--- src/logic/mapper_ctrl_pkg.sv ---
package mapper_ctrl_pkg;
	// =====================================================================
	// register indices (printed offsets are not multiples of four,
	// so each is an index and the byte address is four times it)
	localparam logic [7:0] IDX_OVH_PRBS   = 8'hC6;
	localparam logic [7:0] IDX_B3_PTR_RST = 8'hC7;
	localparam logic [7:0] IDX_EXP_LABEL  = 8'hC8;
	localparam logic [7:0] IDX_RDI_FEBE   = 8'hC9;
	localparam logic [7:0] IDX_B3_BYTE    = 8'h40;
	localparam logic [7:0] IDX_RX_C2      = 8'h91;
	localparam logic [7:0] IDX_FEBE_LO    = 8'hAA;
	localparam logic [7:0] IDX_FEBE_HI    = 8'hAB;
	localparam logic [7:0] IDX_PRBS_LO    = 8'hAE;
	localparam logic [7:0] IDX_PRBS_HI    = 8'hAF;
	localparam logic [7:0] IDX_STATUS     = 8'hB0;
	// =====================================================================
	// field positions
	localparam int BIT_FAST_PTR   = 7;
	localparam int BIT_TOH_GEN    = 6;
	localparam int BIT_H4_CNT     = 5;
	localparam int BIT_LONG_PAT   = 4;
	localparam int BIT_ANA_EN     = 3;
	localparam int BIT_ANA_SRC    = 2;
	localparam int BIT_TX_PAT     = 1;
	localparam int BIT_RX_PAT     = 0;
	localparam int BIT_B3_OVR     = 7;
	localparam int BIT_FIX_PTR    = 6;
	localparam int BIT_RSVD_ONE   = 5;
	localparam int BIT_PD_GAIN    = 4;
	localparam int BIT_LOOP_INV   = 3;
	localparam int BIT_TX_RST     = 2;
	localparam int BIT_RX_RST     = 1;
	localparam int BIT_CNT_CLR    = 0;
	localparam int BIT_RDI_PERS   = 1;
	localparam int BIT_FEBE_BLK   = 0;
	localparam int BIT_RDI_STATE  = 2;
	localparam int BIT_LABEL_ERR  = 1;
	// =====================================================================
	// reset values and constants
	localparam logic [7:0]  RST_OVH_PRBS   = 8'h00;
	localparam logic [7:0]  RST_B3_PTR_RST = 8'h20;
	localparam logic [7:0]  RST_BYTE       = 8'h00;
	localparam logic [15:0] TOH_POINTER    = 16'h6000;
	localparam logic [9:0]  FIXED_TU_PTR   = 10'h000;
	localparam logic [7:0]  LABEL_EQUIPPED = 8'h01;
	localparam logic [7:0]  LABEL_UNEQUIP  = 8'h00;
	localparam logic [3:0]  RDI_PERSIST_SHORT = 4'h5;
	localparam logic [3:0]  RDI_PERSIST_LONG  = 4'hA;
	localparam logic [2:0]  LABEL_PERSIST     = 3'h5;
	localparam logic [22:0] PAT15_TAPS = 23'h006000;
	localparam logic [22:0] LONG_PATTERN_SELECT_TAPS = 23'h420000;
endpackage : mapper_ctrl_pkg

--- src/logic/mapper_tx_test_control_regs.sv ---
// Functional notes
// - fast tracking follows pointer every frame
// - overhead gen in external timing, pointer 6000H
// - H4 carries 8-bit frame count
// - long select picks 2^23-1 else 2^15-1
// - analyzer counts errors in 16-bit counter
// - analyzer source tx or rx data
// - tx generator replaces decoder output
// - rx generator replaces coder input
// - b3 override sends processor byte
// - otherwise byte masks computed B3 bits
// - fixed pointer sends zero, ignores J1
// - else compensate movement opposite direction
// - loop invert flips phase detector output
// - transmit reset held while bit set
// - receive reset held while bit set
// - counter clear zeroes counters, self clears
// - compare expected label against received C2
// - RDI persistence 5 or 10 samples
// - FEBE counts blocks or error bits
// - label error after 5 mismatches, clear 5
`timescale 1ns/1ps
`default_nettype none
module mapper_tx_test_control_regs
	import mapper_ctrl_pkg::*;
(
	// clock and reset
	input  wire logic        ref_clk,
	input  wire logic        reset_n,
	// apb slave
	input  wire logic        psel,
	input  wire logic        penable,
	input  wire logic        pwrite,
	input  wire logic [11:0] paddr,
	input  wire logic [31:0] pwdata,
	output logic      [31:0] prdata,
	output logic             pready,
	output logic             pslverr,
	// frame events and path data
	input  wire logic        frame_pulse,
	input  wire logic        ptr_move_valid,
	input  wire logic        ptr_move_inc,
	input  wire logic        external_timing,
	input  wire logic [7:0]  computed_b3,
	input  wire logic [7:0]  rx_c2_byte,
	input  wire logic        rx_g1_valid,
	input  wire logic [3:0]  rx_g1_febe,
	input  wire logic        rx_g1_rdi,
	// line data
	input  wire logic        tx_decoder_bit,
	input  wire logic        rx_coder_bit,
	input  wire logic        phase_detect_raw,
	// controls towards the datapath
	output logic             tx_line_bit,
	output logic             rx_line_bit,
	output logic [7:0]       tx_b3_byte,
	output logic [7:0]       tx_h4_byte,
	output logic [9:0]       tx_tu_pointer,
	output logic             toh_enable,
	output logic [15:0]      toh_pointer,
	output logic             phase_detect_out,
	output logic             phase_detector_gain,
	output logic             transmit_section_reset,
	output logic             receive_section_reset,
	output logic             path_rdi,
	output logic             signal_label_error
);
	// =====================================================================
	// register storage
	logic [7:0]  ovh_prbs_reg, b3_ctl_reg, exp_label_reg, rdi_febe_reg, b3_byte_reg;
	logic [15:0] prbs_err_reg, febe_cnt_reg;
	logic [22:0] gen_reg, ana_reg;
	logic [7:0]  h4_cnt_reg;
	logic        ptr_phase_reg;
	logic [3:0]  rdi_cnt_reg;
	logic [2:0]  lbl_cnt_reg;
	logic [1:0]  dec_sync_reg, cod_sync_reg, pd_sync_reg;
	logic        wr_en, rd_en, hit;
	logic [9:0]  idx;
	logic [7:0]  rd_byte;
	logic [22:0] taps;
	logic        gen_fb, ana_in, ana_exp;
	logic        lbl_bad;
	logic        cnt_clear;

	assign idx     = paddr[11:2];
	assign wr_en   = psel & penable & pwrite & pready;
	assign rd_en   = psel & penable & ~pwrite & pready;
	assign cnt_clear = b3_ctl_reg[BIT_CNT_CLR];

	// =====================================================================
	// apb access: one wait state, answered in the second access cycle
	always_ff @(posedge ref_clk) begin
		if (!reset_n)
			pready <= 1'b0;
		else
			pready <= psel & penable & ~pready;
	end

	always_comb begin
		hit = 1'b1;
		rd_byte = 8'h00;
		if (idx == {2'b00, IDX_OVH_PRBS})
			rd_byte = ovh_prbs_reg;
		else if (idx == {2'b00, IDX_B3_PTR_RST})
			rd_byte = b3_ctl_reg;
		else if (idx == {2'b00, IDX_EXP_LABEL})
			rd_byte = exp_label_reg;
		else if (idx == {2'b00, IDX_RDI_FEBE})
			rd_byte = rdi_febe_reg;
		else if (idx == {2'b00, IDX_B3_BYTE})
			rd_byte = b3_byte_reg;
		else if (idx == {2'b00, IDX_RX_C2})
			rd_byte = rx_c2_byte;
		else if (idx == {2'b00, IDX_FEBE_LO})
			rd_byte = febe_cnt_reg[7:0];
		else if (idx == {2'b00, IDX_FEBE_HI})
			rd_byte = febe_cnt_reg[15:8];
		else if (idx == {2'b00, IDX_PRBS_LO})
			rd_byte = prbs_err_reg[7:0];
		else if (idx == {2'b00, IDX_PRBS_HI})
			rd_byte = prbs_err_reg[15:8];
		else if (idx == {2'b00, IDX_STATUS})
			rd_byte = {5'h00, path_rdi, signal_label_error, 1'b0};
		else
			hit = 1'b0;
	end

	always_ff @(posedge ref_clk) begin
		if (!reset_n) begin
			prdata  <= 32'h0000_0000;
			pslverr <= 1'b0;
		end else begin
			prdata  <= (psel & penable & ~pwrite & ~pready) ? {24'h000000, rd_byte} : 32'h0000_0000;
			pslverr <= psel & penable & ~pready & ~hit;
		end
	end

	// control writes; reserved bit 5 is kept as written
	always_ff @(posedge ref_clk) begin
		if (!reset_n) begin
			ovh_prbs_reg  <= RST_OVH_PRBS;
			b3_ctl_reg    <= RST_B3_PTR_RST;
			exp_label_reg <= RST_BYTE;
			rdi_febe_reg  <= RST_BYTE;
			b3_byte_reg   <= RST_BYTE;
		end else begin
			if (b3_ctl_reg[BIT_CNT_CLR])
				b3_ctl_reg[BIT_CNT_CLR] <= 1'b0;
			if (wr_en) begin
				if (idx == {2'b00, IDX_OVH_PRBS})
					ovh_prbs_reg <= pwdata[7:0];
				else if (idx == {2'b00, IDX_B3_PTR_RST})
					b3_ctl_reg <= pwdata[7:0];
				else if (idx == {2'b00, IDX_EXP_LABEL})
					exp_label_reg <= pwdata[7:0];
				else if (idx == {2'b00, IDX_RDI_FEBE})
					rdi_febe_reg <= {6'h00, pwdata[1:0]};
				else if (idx == {2'b00, IDX_B3_BYTE})
					b3_byte_reg <= pwdata[7:0];
			end
		end
	end

	// =====================================================================
	// line input synchronisers
	always_ff @(posedge ref_clk) begin
		if (!reset_n) begin
			dec_sync_reg <= 2'b00;
			cod_sync_reg <= 2'b00;
			pd_sync_reg  <= 2'b00;
		end else begin
			dec_sync_reg <= {dec_sync_reg[0], tx_decoder_bit};
			cod_sync_reg <= {cod_sync_reg[0], rx_coder_bit};
			pd_sync_reg  <= {pd_sync_reg[0], phase_detect_raw};
		end
	end

	// =====================================================================
	// pattern generator and analyzer, shared length select
	assign taps   = ovh_prbs_reg[BIT_LONG_PAT] ? LONG_PATTERN_SELECT_TAPS : PAT15_TAPS;
	assign gen_fb = ^(gen_reg & taps);
	assign ana_in = ovh_prbs_reg[BIT_ANA_SRC] ? dec_sync_reg[1] : cod_sync_reg[1];
	assign ana_exp = ^(ana_reg & taps);

	always_ff @(posedge ref_clk) begin
		if (!reset_n) begin
			gen_reg <= 23'h7FFFFF;
			ana_reg <= 23'h7FFFFF;
		end else begin
			gen_reg <= {gen_reg[21:0], gen_fb};
			// self-synchronising: analyzer shifts in what it receives
			if (ovh_prbs_reg[BIT_ANA_EN])
				ana_reg <= {ana_reg[21:0], ana_in};
		end
	end

	always_ff @(posedge ref_clk) begin
		if (!reset_n)
			prbs_err_reg <= 16'h0000;
		else if (cnt_clear)
			prbs_err_reg <= 16'h0000;
		else if (ovh_prbs_reg[BIT_ANA_EN] && (ana_in != ana_exp) && (prbs_err_reg != 16'hFFFF))
			prbs_err_reg <= prbs_err_reg + 16'h0001;
	end

	always_ff @(posedge ref_clk) begin
		if (!reset_n) begin
			tx_line_bit <= 1'b0;
			rx_line_bit <= 1'b0;
		end else begin
			tx_line_bit <= ovh_prbs_reg[BIT_TX_PAT] ? gen_reg[0] : dec_sync_reg[1];
			rx_line_bit <= ovh_prbs_reg[BIT_RX_PAT] ? gen_reg[0] : cod_sync_reg[1];
		end
	end

	// =====================================================================
	// path overhead: B3, H4, transport overhead, loop control
	always_ff @(posedge ref_clk) begin
		if (!reset_n) begin
			tx_b3_byte          <= 8'h00;
			toh_enable          <= 1'b0;
			toh_pointer         <= 16'h0000;
			phase_detect_out    <= 1'b0;
			phase_detector_gain <= 1'b0;
		end else begin
			tx_b3_byte <= b3_ctl_reg[BIT_B3_OVR] ? b3_byte_reg : (computed_b3 ^ b3_byte_reg);
			toh_enable <= ovh_prbs_reg[BIT_TOH_GEN] & external_timing;
			toh_pointer <= TOH_POINTER;
			phase_detect_out <= pd_sync_reg[1] ^ b3_ctl_reg[BIT_LOOP_INV];
			phase_detector_gain <= b3_ctl_reg[BIT_PD_GAIN];
		end
	end

	always_ff @(posedge ref_clk) begin
		if (!reset_n) begin
			h4_cnt_reg <= 8'h00;
			tx_h4_byte <= 8'h00;
		end else begin
			if (b3_ctl_reg[BIT_TX_RST])
				h4_cnt_reg <= 8'h00;
			else if (frame_pulse)
				h4_cnt_reg <= h4_cnt_reg + 8'h01;
			tx_h4_byte <= b3_ctl_reg[BIT_TX_RST] ? 8'h00 :
				(ovh_prbs_reg[BIT_H4_CNT] ? h4_cnt_reg : 8'h00);
		end
	end

	// =====================================================================
	// tug-3 pointer generation
	always_ff @(posedge ref_clk) begin
		if (!reset_n) begin
			tx_tu_pointer <= FIXED_TU_PTR;
			ptr_phase_reg <= 1'b0;
		end else if (b3_ctl_reg[BIT_TX_RST] || b3_ctl_reg[BIT_FIX_PTR]) begin
			tx_tu_pointer <= FIXED_TU_PTR;
			ptr_phase_reg <= 1'b0;
		end else if (frame_pulse && ptr_move_valid) begin
			ptr_phase_reg <= ~ptr_phase_reg;
			// slow tracking answers on alternate frames only
			if (ovh_prbs_reg[BIT_FAST_PTR] || ptr_phase_reg)
				tx_tu_pointer <= ptr_move_inc ? tx_tu_pointer - 10'h001 : tx_tu_pointer + 10'h001;
		end
	end

	always_ff @(posedge ref_clk) begin
		if (!reset_n) begin
			transmit_section_reset <= 1'b0;
			receive_section_reset  <= 1'b0;
		end else begin
			transmit_section_reset <= b3_ctl_reg[BIT_TX_RST];
			receive_section_reset  <= b3_ctl_reg[BIT_RX_RST];
		end
	end

	// =====================================================================
	// receive path: RDI persistence, FEBE counting, label error
	always_ff @(posedge ref_clk) begin
		if (!reset_n || b3_ctl_reg[BIT_RX_RST]) begin
			rdi_cnt_reg <= 4'h0;
			path_rdi    <= 1'b0;
		end else if (rx_g1_valid) begin
			if (rx_g1_rdi == path_rdi)
				rdi_cnt_reg <= 4'h0;
			else if (rdi_cnt_reg + 4'h1 >= (rdi_febe_reg[BIT_RDI_PERS] ? RDI_PERSIST_SHORT : RDI_PERSIST_LONG)) begin
				path_rdi    <= rx_g1_rdi;
				rdi_cnt_reg <= 4'h0;
			end else
				rdi_cnt_reg <= rdi_cnt_reg + 4'h1;
		end
	end

	always_ff @(posedge ref_clk) begin
		if (!reset_n || cnt_clear)
			febe_cnt_reg <= 16'h0000;
		else if (rx_g1_valid && rx_g1_febe != 4'h0 && rx_g1_febe <= 4'h8) begin
			if (rdi_febe_reg[BIT_FEBE_BLK])
				febe_cnt_reg <= febe_cnt_reg + 16'h0001;
			else
				febe_cnt_reg <= febe_cnt_reg + {12'h000, rx_g1_febe};
		end
	end

	assign lbl_bad = ((rx_c2_byte != exp_label_reg) && (rx_c2_byte != LABEL_EQUIPPED))
		|| (rx_c2_byte == LABEL_UNEQUIP);

	always_ff @(posedge ref_clk) begin
		if (!reset_n || b3_ctl_reg[BIT_RX_RST]) begin
			lbl_cnt_reg        <= 3'h0;
			signal_label_error <= 1'b0;
		end else if (frame_pulse) begin
			if (lbl_bad == signal_label_error)
				lbl_cnt_reg <= 3'h0;
			else if (lbl_cnt_reg + 3'h1 >= LABEL_PERSIST) begin
				signal_label_error <= lbl_bad;
				lbl_cnt_reg        <= 3'h0;
			end else
				lbl_cnt_reg <= lbl_cnt_reg + 3'h1;
		end
	end

	// =====================================================================
	// checks
	a_clear_self_ends: assert property (@(posedge ref_clk) disable iff (!reset_n)
		cnt_clear |=> (!cnt_clear || $past(wr_en)) and (prbs_err_reg == 16'h0000))
		else $error("counter clear did not zero and self clear");
	a_b3_override: assert property (@(posedge ref_clk) disable iff (!reset_n)
		b3_ctl_reg[BIT_B3_OVR] |=> tx_b3_byte == $past(b3_byte_reg))
		else $error("b3 override byte not sent");
	a_b3_mask: assert property (@(posedge ref_clk) disable iff (!reset_n)
		!b3_ctl_reg[BIT_B3_OVR] |=> tx_b3_byte == ($past(computed_b3) ^ $past(b3_byte_reg)))
		else $error("b3 mask not applied");
	a_fixed_pointer: assert property (@(posedge ref_clk) disable iff (!reset_n)
		b3_ctl_reg[BIT_FIX_PTR] |=> tx_tu_pointer == FIXED_TU_PTR)
		else $error("fixed pointer not zero");
	a_toh_gen: assert property (@(posedge ref_clk) disable iff (!reset_n)
		##1 toh_enable == $past(ovh_prbs_reg[BIT_TOH_GEN] & external_timing))
		else $error("overhead enable wrong");
	a_loop_invert: assert property (@(posedge ref_clk) disable iff (!reset_n)
		##1 phase_detect_out == ($past(pd_sync_reg[1]) ^ $past(b3_ctl_reg[BIT_LOOP_INV])))
		else $error("phase detector polarity wrong");
	a_tx_reset_held: assert property (@(posedge ref_clk) disable iff (!reset_n)
		b3_ctl_reg[BIT_TX_RST] [*2] |-> transmit_section_reset)
		else $error("transmit reset not held");
	a_rx_reset_held: assert property (@(posedge ref_clk) disable iff (!reset_n)
		b3_ctl_reg[BIT_RX_RST] [*2] |-> receive_section_reset && !signal_label_error)
		else $error("receive reset not held");
	a_tx_pattern: assert property (@(posedge ref_clk) disable iff (!reset_n)
		ovh_prbs_reg[BIT_TX_PAT] |=> tx_line_bit == $past(gen_reg[0]))
		else $error("tx pattern not substituted");
	a_rx_pattern: assert property (@(posedge ref_clk) disable iff (!reset_n)
		ovh_prbs_reg[BIT_RX_PAT] |=> rx_line_bit == $past(gen_reg[0]))
		else $error("rx pattern not substituted");
	a_h4_count: assert property (@(posedge ref_clk) disable iff (!reset_n)
		(ovh_prbs_reg[BIT_H4_CNT] && !b3_ctl_reg[BIT_TX_RST]) |=> tx_h4_byte == $past(h4_cnt_reg))
		else $error("h4 count not sent");
	a_analyzer_off: assert property (@(posedge ref_clk) disable iff (!reset_n)
		(!ovh_prbs_reg[BIT_ANA_EN] && !cnt_clear) |=> $stable(prbs_err_reg))
		else $error("analyzer counted while disabled");
endmodule : mapper_tx_test_control_regs
`default_nettype wire

--- config.mk ---
export PLATFORM = sky130hd
export DESIGN_NAME = mapper_tx_test_control_regs
export DESIGN_NICKNAME = d
export VERILOG_FILES = /design/src/logic/mapper_ctrl_pkg.sv /design/src/logic/mapper_tx_test_control_regs.sv
export SDC_FILE = /design/constraint.sdc
export NUM_CORES = 1
export LEC_CHECK = 0
export BUFFER_PORTS_ARGS = -buffer_cell sky130_fd_sc_hd__buf_2
export CAP_MARGIN = 20
export CORE_MARGIN = 2
export CORE_UTILIZATION = 50
export CTS_BUF_LIST = sky130_fd_sc_hd__clkbuf_8 sky130_fd_sc_hd__clkbuf_16
export DETAILED_ROUTE_END_ITERATION = 10
export PLACE_DENSITY = 0.73
export SETUP_SLACK_MARGIN = 0.1
export SLEW_MARGIN = 0
export SYNTH_ARGS = -nofsm -noshare
export SYNTH_HDL_FRONTEND = slang
export SYNTH_SLANG_ARGS = --single-unit
--- constraint.sdc ---
create_clock -name ref_clk -period 2.5 [get_ports ref_clk]
set_input_delay 0.25 -clock ref_clk [delete_from_list [all_inputs] [get_ports ref_clk]]
set_output_delay 0.25 -clock ref_clk [all_outputs]
set_load 0.02 [all_outputs]
==> results.cfg, run 1 <==
[routing]
ant_nets = 0
vias = 6762
wl_per_cell_um = 15.2
drt-initial-drc-count = 487
wl_um = 19300
dr.pass1.iters = 5
vias_per_cell = 5.34
drc_errors = 0

[timing]
setup_viol = 0
drv_slew = 0
skew_ps = 6.36
rsz0062_at_grt = no
max_freq_mhz = 457
final.period_utilization = 0.876
tightest_slew_ps = 632
maxSlewHeadroom = 0.575
finalCriticalPeriod_ps = 2190
hold_violations = 0
fin_setup_tns_ps = 0

[synth]
synthCells = 929
seq_area_frac_synth = 0.417
avgSynthCellArea_sq_um = 9.30
synth_seq_cells = 180
synthSimpleGateAreaFrac = 0.234
ys_types = 76
synth_area_sq_um = 8640
synth-async-reset-ratio = 0
yosysWarnings = 0
synth_top_area_frac = 0.417
synth_xor_area_frac = 0.0549
yosys.area.top_type = dfxtp_1
synth_compound_area_frac = 0.113
synth_area_leaders = dfxtp_1, mux2i_1, xnor2_1
synth_top_family_by_area = simple AND/OR/NAND/NOR gates
synth_flop_cell = dfxtp_1
synthAdderAreaFrac = 0.0351
synth_edf_count = 0
synth_mux_area_frac = 0.0803

[die]
initial_core_util = 0.505
die_w_um = 135
die_h_um = 135
num_rows = 48
die-area_sq_um = 18300
ios = 163
core_area_sq_um = 17100

[setup_path]
cp.required_ps = 2860
worstPathMaxFanout = 8
rrSetupSlack_ps = 310
crit_arrival_ps = 2550
crit_type = reg2reg
rr_endpoint = febe_cnt_reg[10]
end_kind = register
cpLargestDelayFamily = simple AND/OR/NAND/NOR gates
critPathBufInv = 1
r2r_start = rdi_febe_reg[0]
ff2ff_path_depth = 9
cpPeakStageDelay_ps = 400
critPathLaunchType = register
worstPathCellList = or2_2, ha_1, inv_1, fa_1, nor2b_1, o21a_1, o211ai_2, or3_1, a21oi_1
slowest_stage = or3_1

[clocking]
cts_tree = built
htreeDepth = 4
cts.sinks = 180
cts_buffers = 17
root_buffer = clkbuf_16
clockBufferDepth = 2
path_clk_slew_ps = 70
clkLatencyLatePin_ps = 440

[status]
status = completed

[worst_hold_path]
hold_path.class = in2reg
hold_depth = 2
min_to = cod_sync_reg[0]
min_from = rx_coder_bit

[placement]
dp_hpwl_um = 14200
io_buffers = 98
place_congestion = 0.952

[global_route]
grt_usage = 0.216
overflow = 0
grt_max_degree = 41
grt_pass1_wl_um = 31100
antenna_found_initial = 2
grt_pass1_vias = 6179

[pwr]
p_leak_nw = 3.89
max-vdd-ir-drop_v = 0.000536
power_density_nw_per_um2 = 621
p_total_mw = 6.12

[cells_and_area]
final_cell_mix = dfxtp_1, buf_2, mux2i_1
n_fill_cell = 1488
syn2layout_area_growth_pct = 14.1
layout_commonest_cell = dfxtp_1
final_net_count = 1126
register_area_sq_um = 3600
final_layout_size_suffix_gt1_frac = 0.174
multi_input_area_sq_um = 4610

[job]
cap_violations = 0
[worst max-delay path by stage]
stage,from,to,slack (ps),cells past startpoint
4_1_cts,rdi_febe_reg[0],febe_cnt_reg[10],250,9
3_3_place_gp,ptr_move_inc,tx_tu_pointer[9],300,8
2_1_floorplan,tx_tu_pointer[1],tx_tu_pointer[9],450,7
3_5_place_dp,ptr_move_inc,tx_tu_pointer[9],230,8
5_1_grt,rdi_febe_reg[0],febe_cnt_reg[10],120,9
6_report,rdi_febe_reg[0],febe_cnt_reg[10],310,9
[stage by stage]
stage | utilization | cell area [sq um] | setup slack (ps) | hold WS [ps] | instances
floorplan | - | 8770 | 451 | 278 | 966
global placement | 0.540 | 9240 | 297 | 390 | 1231
detailed placement | 0.540 | 9240 | 230 | 397 | 1231
CTS | 0.575 | 9840 | 249 | 0.000111 | 1263
global route | 0.575 | 9850 | 125 | 5.53 | 1264
finish | 0.576 | 9850 | 310 | 11.4 | 1266
[layout make-up]
cell class,instances,share of cell area
Antenna cell,3,0.000762
Clock buffer,20,0.0474
Clock inverter,12,0.0143
Inverter,22,0.00838
Multi-Input combinational cell,684,0.468
Sequential cell,180,0.366
Tap cell,225,0.0286
Timing Repair Buffer,120,0.0665
[routing by layer]
| layer | vias up | global-route usage | share of wire |
|---|---|---|---|
| met5 | - | 0 | 0 |
| met4 | 0 | 0.0868 | 0.026 |
| met3 | 35 | 0.0483 | 0.066 |
| met2 | 210 | 0.348 | 0.46 |
| met1 | 3149 | 0.282 | 0.45 |
| li1 | 3368 | - | - |
[what timing repair did]
item	in CTS	in global routing
endpoints found under the setup margin	0	2
gates resized for setup	0	1
setup buffers	0	0
hold buffers	0	0
[cell usage after synthesis (all sizes together) (23+ instances only)]
cell type / instances
dfxtp: 180
mux2i: 67
nand2: 66
nor2: 54
buf: 51
nor2b: 47
a21oi: 46
nand2b: 43
xnor2: 38
clkbuf: 29
o21ai: 24
nor3: 23
[worst reg2reg max path, delay by kind of cell, from the launching register on]
family	cells	cell delay [ps]
flops	1	360
fa+ha+maj	2	530
compound gates	3	490
simple gates	3	680
buf+inv	1	50
[power by group]
group | switching (mW) | internal, mW
registers | 0.0254 | 2.90
clock network | 1.18 | 1.57
logic | 0.284 | 0.157
total | 1.49 | 4.63
[logic make-up (layout without fill, tap and decap cells)]
family,after synthesis,count (layout)
simple gates,356,356
flops,180,180
compound gates,146,146
buf+inv,102,174
mux,69,69
xor+xnor,52,52
fa+ha+maj,23,23
other cells,1,41
(Power assumes the default switching activity.)
==> run 2, diff against run 1 <==
--- a/config.mk
+++ b/config.mk
@@ -13,2 +13,3 @@
 export DETAILED_ROUTE_END_ITERATION = 10
+export GPL_ROUTABILITY_DRIVEN = 1
 export PLACE_DENSITY = 0.73
==> constraint.sdc (replaced) <==
create_clock -name ref_clk -period 2.5 [get_ports ref_clk]
set_input_delay 0 -clock ref_clk [delete_from_list [all_inputs] [get_ports ref_clk]]
set_output_delay 0 -clock ref_clk [all_outputs]
set_load 0.02 [all_outputs]
==> results.cfg, run 2 (same netlist as run 1, synthesis figures left out) <==
[cells_and_area]
final_layout_size_suffix_gt1_frac = 0.163
layout_commonest_cell = dfxtp_1
design_area_sq_um = 10000
n_fill_cell = 1511
fin_cells = 1280
final_net_count = 1143
final_cell_mix = dfxtp_1, buf_2, mux2i_1
fin_util = 0.586
syn2layout_area_growth_pct = 16.1

[clocking]
root_buffer = clkbuf_16
cts_tree = built
path_clk_slew_ps = 70
cts_buffers = 17
htreeDepth = 4
cts.sinks = 180
clockBufferDepth = 2
clkLatencyLatePin_ps = 440

[timing]
drv_slew = 0
hold_violations = 0
rsz0062_at_grt = no
tightest_slew_ps = 715
hold_ws_ps = 34.7
setup_viol = 0
layout_setup_ws_ps = 240
finalCriticalPeriod_ps = 2260
skew_ps = 10.4
fin_setup_tns_ps = 0
maxSlewHeadroom = 0.517
final.period_utilization = 0.904
max_freq_mhz = 443

[worst_hold_path]
min_from = computed_b3[1]
hold_depth = 4
hold_path.class = in2reg
min_to = tx_b3_byte[1]

[setup_path]
rr_endpoint = path_rdi
cp.required_ps = 2800
cpLargestDelayFamily = adder cells
end_kind = register
r2r_start = rdi_cnt_reg[1]
crit_type = reg2reg
ff2ff_path_depth = 8
worstPathMaxFanout = 3
crit_arrival_ps = 2560
rrSetupSlack_ps = 240
worstPathCellList = ha_1, ha_1, a21o_1, a21o_1, a21oi_2, nand3b_1, dlygate4sd3_1, a21oi_1
cpPeakStageDelay_ps = 540
critPathLaunchType = register
slowest_stage = dlygate4sd3_1
critPathBufInv = 1

[routing]
wl_per_cell_um = 15.3
vias = 6864
ant_nets = 0
drc_errors = 0
dr_wl_met3_um = 1110
m1WireLength_um = 8880
vias_per_cell = 5.36
top_layer = met4
route.met2.wl_um = 8980
drt-initial-drc-count = 636
wl_um = 19500
dr.pass1.iters = 5

[die]
die-area_sq_um = 18300
die_w_um = 135
ios = 163
initial_core_util = 0.505
die_h_um = 135
core_area_sq_um = 17100
num_rows = 48

[job]
cap_violations = 0

[global_route]
grt_pass1_wl_um = 31000
overflow = 0
grt_pass1_vias = 6215
grt_max_degree = 106
antenna_found_initial = 0
grt_usage = 0.214

[placement]
place_inst = 1221
dp_hpwl_um = 14000
dpl-instance-area_sq_um = 9170
io_buffers = 98
place_congestion = 0.974
place_ws_ps = 283

[pwr]
p_total_mw = 6.00
power_density_nw_per_um2 = 599
max-vdd-ir-drop_v = 0.000493
p_leak_nw = 3.94

[status]
status = completed
==> run 2: layer usage <==
metal	track usage	vias up
li1	-	3391
met3	0.0404	35
met2	0.345	218
met5	0	-
met1	0.283	3220
met4	0.0885	0
==> run 2: worst max path at each step <==
stage          slack [ps]             start               end  cells after the start
2_1_floorplan         450  tx_tu_pointer[1]  tx_tu_pointer[9]                      7
3_3_place_gp          380    rdi_cnt_reg[0]    rdi_cnt_reg[2]                      7
3_5_place_dp          280   rdi_febe_reg[0]   febe_cnt_reg[8]                      9
4_1_cts               180    rdi_cnt_reg[0]          path_rdi                      8
5_1_grt               110   rdi_febe_reg[0]   febe_cnt_reg[8]                      9
6_report              240    rdi_cnt_reg[1]          path_rdi                      8
==> run 2: cell type report <==
cell class | instances | area (sq um) | share of cell area
Antenna cell | 1 | 2.50 | 0.000250
Multi-Input combinational cell | 684 | 4620 | 0.460
Inverter | 22 | 82.6 | 0.00823
Clock buffer | 19 | 453 | 0.0452
Tap cell | 225 | 282 | 0.0281
Sequential cell | 180 | 3600 | 0.359
Clock inverter | 12 | 125 | 0.0125
Timing Repair Buffer | 137 | 863 | 0.0861
==> run 2: report_power, final <==
| part | internal [mW] | total, mW | switching (mW) |
|---|---|---|---|
| clock | 1.44 | 2.60 | 1.16 |
| sequential | 2.90 | 2.93 | 0.0257 |
| combinational | 0.181 | 0.470 | 0.289 |
==> run 2: repair_timing <==
item,in CTS,in global routing
buffers inserted,0,0
hold endpoints to repair,51,0
endpoints found under the setup margin,0,1
resized for setup,0,2
hold buffers,27,0
==> run 2: tightest hold or removal path, stage by stage <==
cell and delay (ps):
buf_2 70, nor2b_1 140, xnor2_1 70, and2_1 140
==> run 3, diff against run 2 <==
Settings changed: ABC_AREA set to 1, HOLD_SLACK_MARGIN set to 0.1.
==> results.cfg, run 3 <==
[synth]
synth_top_area_frac = 0.419
synth_edf_count = 0
seq_area_frac_synth = 0.419
synth-async-reset-ratio = 0
synthCells = 1165
yosys.area.top_type = dfxtp_1
synth_common_cells = nand2_1, dfxtp_1, inv_1
synth_seq_cells = 180
avgSynthCellArea_sq_um = 7.38
ys_types = 52
synth_area_sq_um = 8600
synth_area_leaders = dfxtp_1, nand2_1, inv_1
synth_flop_cell = dfxtp_1
yosysWarnings = 0
synth_most_common_cell = nand2_1

[clocking]
clockBufferDepth = 2
cts_tree = built
cts_buffers = 17
path_clk_slew_ps = 70
postCtsSetupRepairBufs = 0
htreeDepth = 4
root_buffer = clkbuf_16
cts.sinks = 180
clkLatencyLatePin_ps = 430

[setup_path]
crit_arrival_ps = 2570
slowest_stage = fa_2
worstPathMaxFanout = 4
cp.required_ps = 2870
critPathLaunchType = register
crit_type = reg2reg
cp_common_cell = nor2_1
worstPathCellList = buf_4, nor2_1, inv_1, fa_2, o21ai_1, nand2_2, nor4_4, nand3_2, nor2_1, nand2_1, nand2_1, inv_1, nor2_1
cpPeakStageDelay_ps = 390
end_kind = register
critPathBufInv = 3
cpLargestDelayFamily = simple AND/OR/NAND/NOR gates

[timing]
tightest_slew_ps = 719
setup_viol = 0
finalCriticalPeriod_ps = 2210
max_freq_mhz = 453
fin_setup_tns_ps = 0
skew_ps = 8.17
hold_ws_ps = 137
final.period_utilization = 0.882
maxSlewHeadroom = 0.521
drv_slew = 0
rsz0062_at_grt = no
hold_violations = 0

[die]
die_h_um = 135
die_w_um = 135
core_area_sq_um = 16700
ios = 163
initial_core_util = 0.515
num_rows = 47
die-area_sq_um = 18300

[routing]
drt-initial-drc-count = 511
vias = 7656
ant_nets = 0
wl_um = 20500
vias_per_cell = 5.01
drc_errors = 0
wl_per_cell_um = 13.4
dr.pass1.iters = 6

[pwr]
max-vdd-ir-drop_v = 0.000494
p_leak_nw = 4.62
power_density_nw_per_um2 = 592

[status]
status = completed

[global_route]
grt_usage = 0.226
grt_pass1_wl_um = 32900
antenna_found_initial = 0
overflow = 0
grt_pass1_vias = 6784
grt_max_degree = 76

[worst_hold_path]
hold_path.class = in2reg

[cells_and_area]
final_cell_mix = nand2_1, dfxtp_1, inv_1
n_fill_cell = 1524
n_antenna_cell = 0
final_layout_size_suffix_gt1_frac = 0.154
fin_util = 0.603
final_net_count = 1396
register_area_sq_um = 3600
layout_commonest_cell = nand2_1
multi_input_area_sq_um = 4040
syn2layout_area_growth_pct = 17.0

[placement]
dp_hpwl_um = 15000
io_buffers = 98
place_congestion = 0.932

[job]
cap_violations = 0
run 3: changes by cell type after synthesis, sizes merged, moves of 43 or more:
| cell | change |
|---|---|
| inv | +159 |
| o21ai | +87 |
| nor2b | -47 |
| a21oi | +63 |
| mux2i | -67 |
| nand2b | -43 |
| nor2 | +48 |
| nand2 | +140 |
run 3: through the flow:
stage / cell area, sq um / power (mW) / setup slack [ps] / instances
final: 10100 / 5.96 / 294 / 1528
after global routing: 10100 / 6.18 / 82.6 / 1528
after CTS: 10000 / 6.00 / 165 / 1528
after detailed placement: 9130 / 3.43 / 187 / 1462
after global placement: 9130 / 3.42 / 254 / 1462
after floorplan: 8740 / 3.34 / 416 / 1202
run 3: timing repair:
action / CTS / global route
hold buffers: 34 / 0
gates resized for setup: 0 / 7
setup endpoints to repair: 0 / 4
hold endpoints to repair: 71 / 0
run 3: cell type report:
cell class,instances,share of cell area
clock inverters,14,0.0119
well taps,220,0.0274
repair buffers,141,0.0893
multi-input cells,773,0.402
flip-flops and latches,180,0.358
clock buffers,18,0.0436
inverters,182,0.0679
run 3: worst paths after layout:
check | from | to | slack (ps) | cells after the start
max | rdi_febe_reg[0] | febe_cnt_reg[12] | 290 | 13
min | paddr[3] | prdata[0] | 140 | 5
max reg2reg | rdi_febe_reg[0] | febe_cnt_reg[12] | 290 | 13
min reg2reg | gen_reg[21] | gen_reg[22] | 410 | 1
run 3: where the power goes:
group / switching, mW / total [mW] / internal, mW
Combinational: 0.316 / 0.485 / 0.169
Sequential: 0.0258 / 2.93 / 2.91
Clock: 1.21 / 2.54 / 1.33
run 3: worst register-to-register path, delay by kind of cell (launching register included):
| kind | cells | cell delay, ps |
|---|---|---|
| buffers and inverters | 3 | 260 |
| adder cells (fa/ha/maj) | 1 | 390 |
| AO/OA/AOI/OAI | 1 | 190 |
| AND/OR/NAND/NOR | 8 | 1000 |
| flip-flops | 1 | 310 |
run 3: kinds of logic after synthesis:
family / share of synthesized area
adder cells (fa/ha/maj): 0.0352
AO/OA/AOI/OAI: 0.157
buffers and inverters: 0.130
flip-flops: 0.419
other: 0.000436
AND/OR/NAND/NOR: 0.237
XOR/XNOR: 0.0204
run 3: routing by layer:
metal	global-route usage	up-vias	part of all wire
met5	0	-	0
met3	0.0430	28	0.064
li1	-	3951	-
met4	0.0781	0	0.023
met1	0.310	3416	0.47
met2	0.357	261	0.44
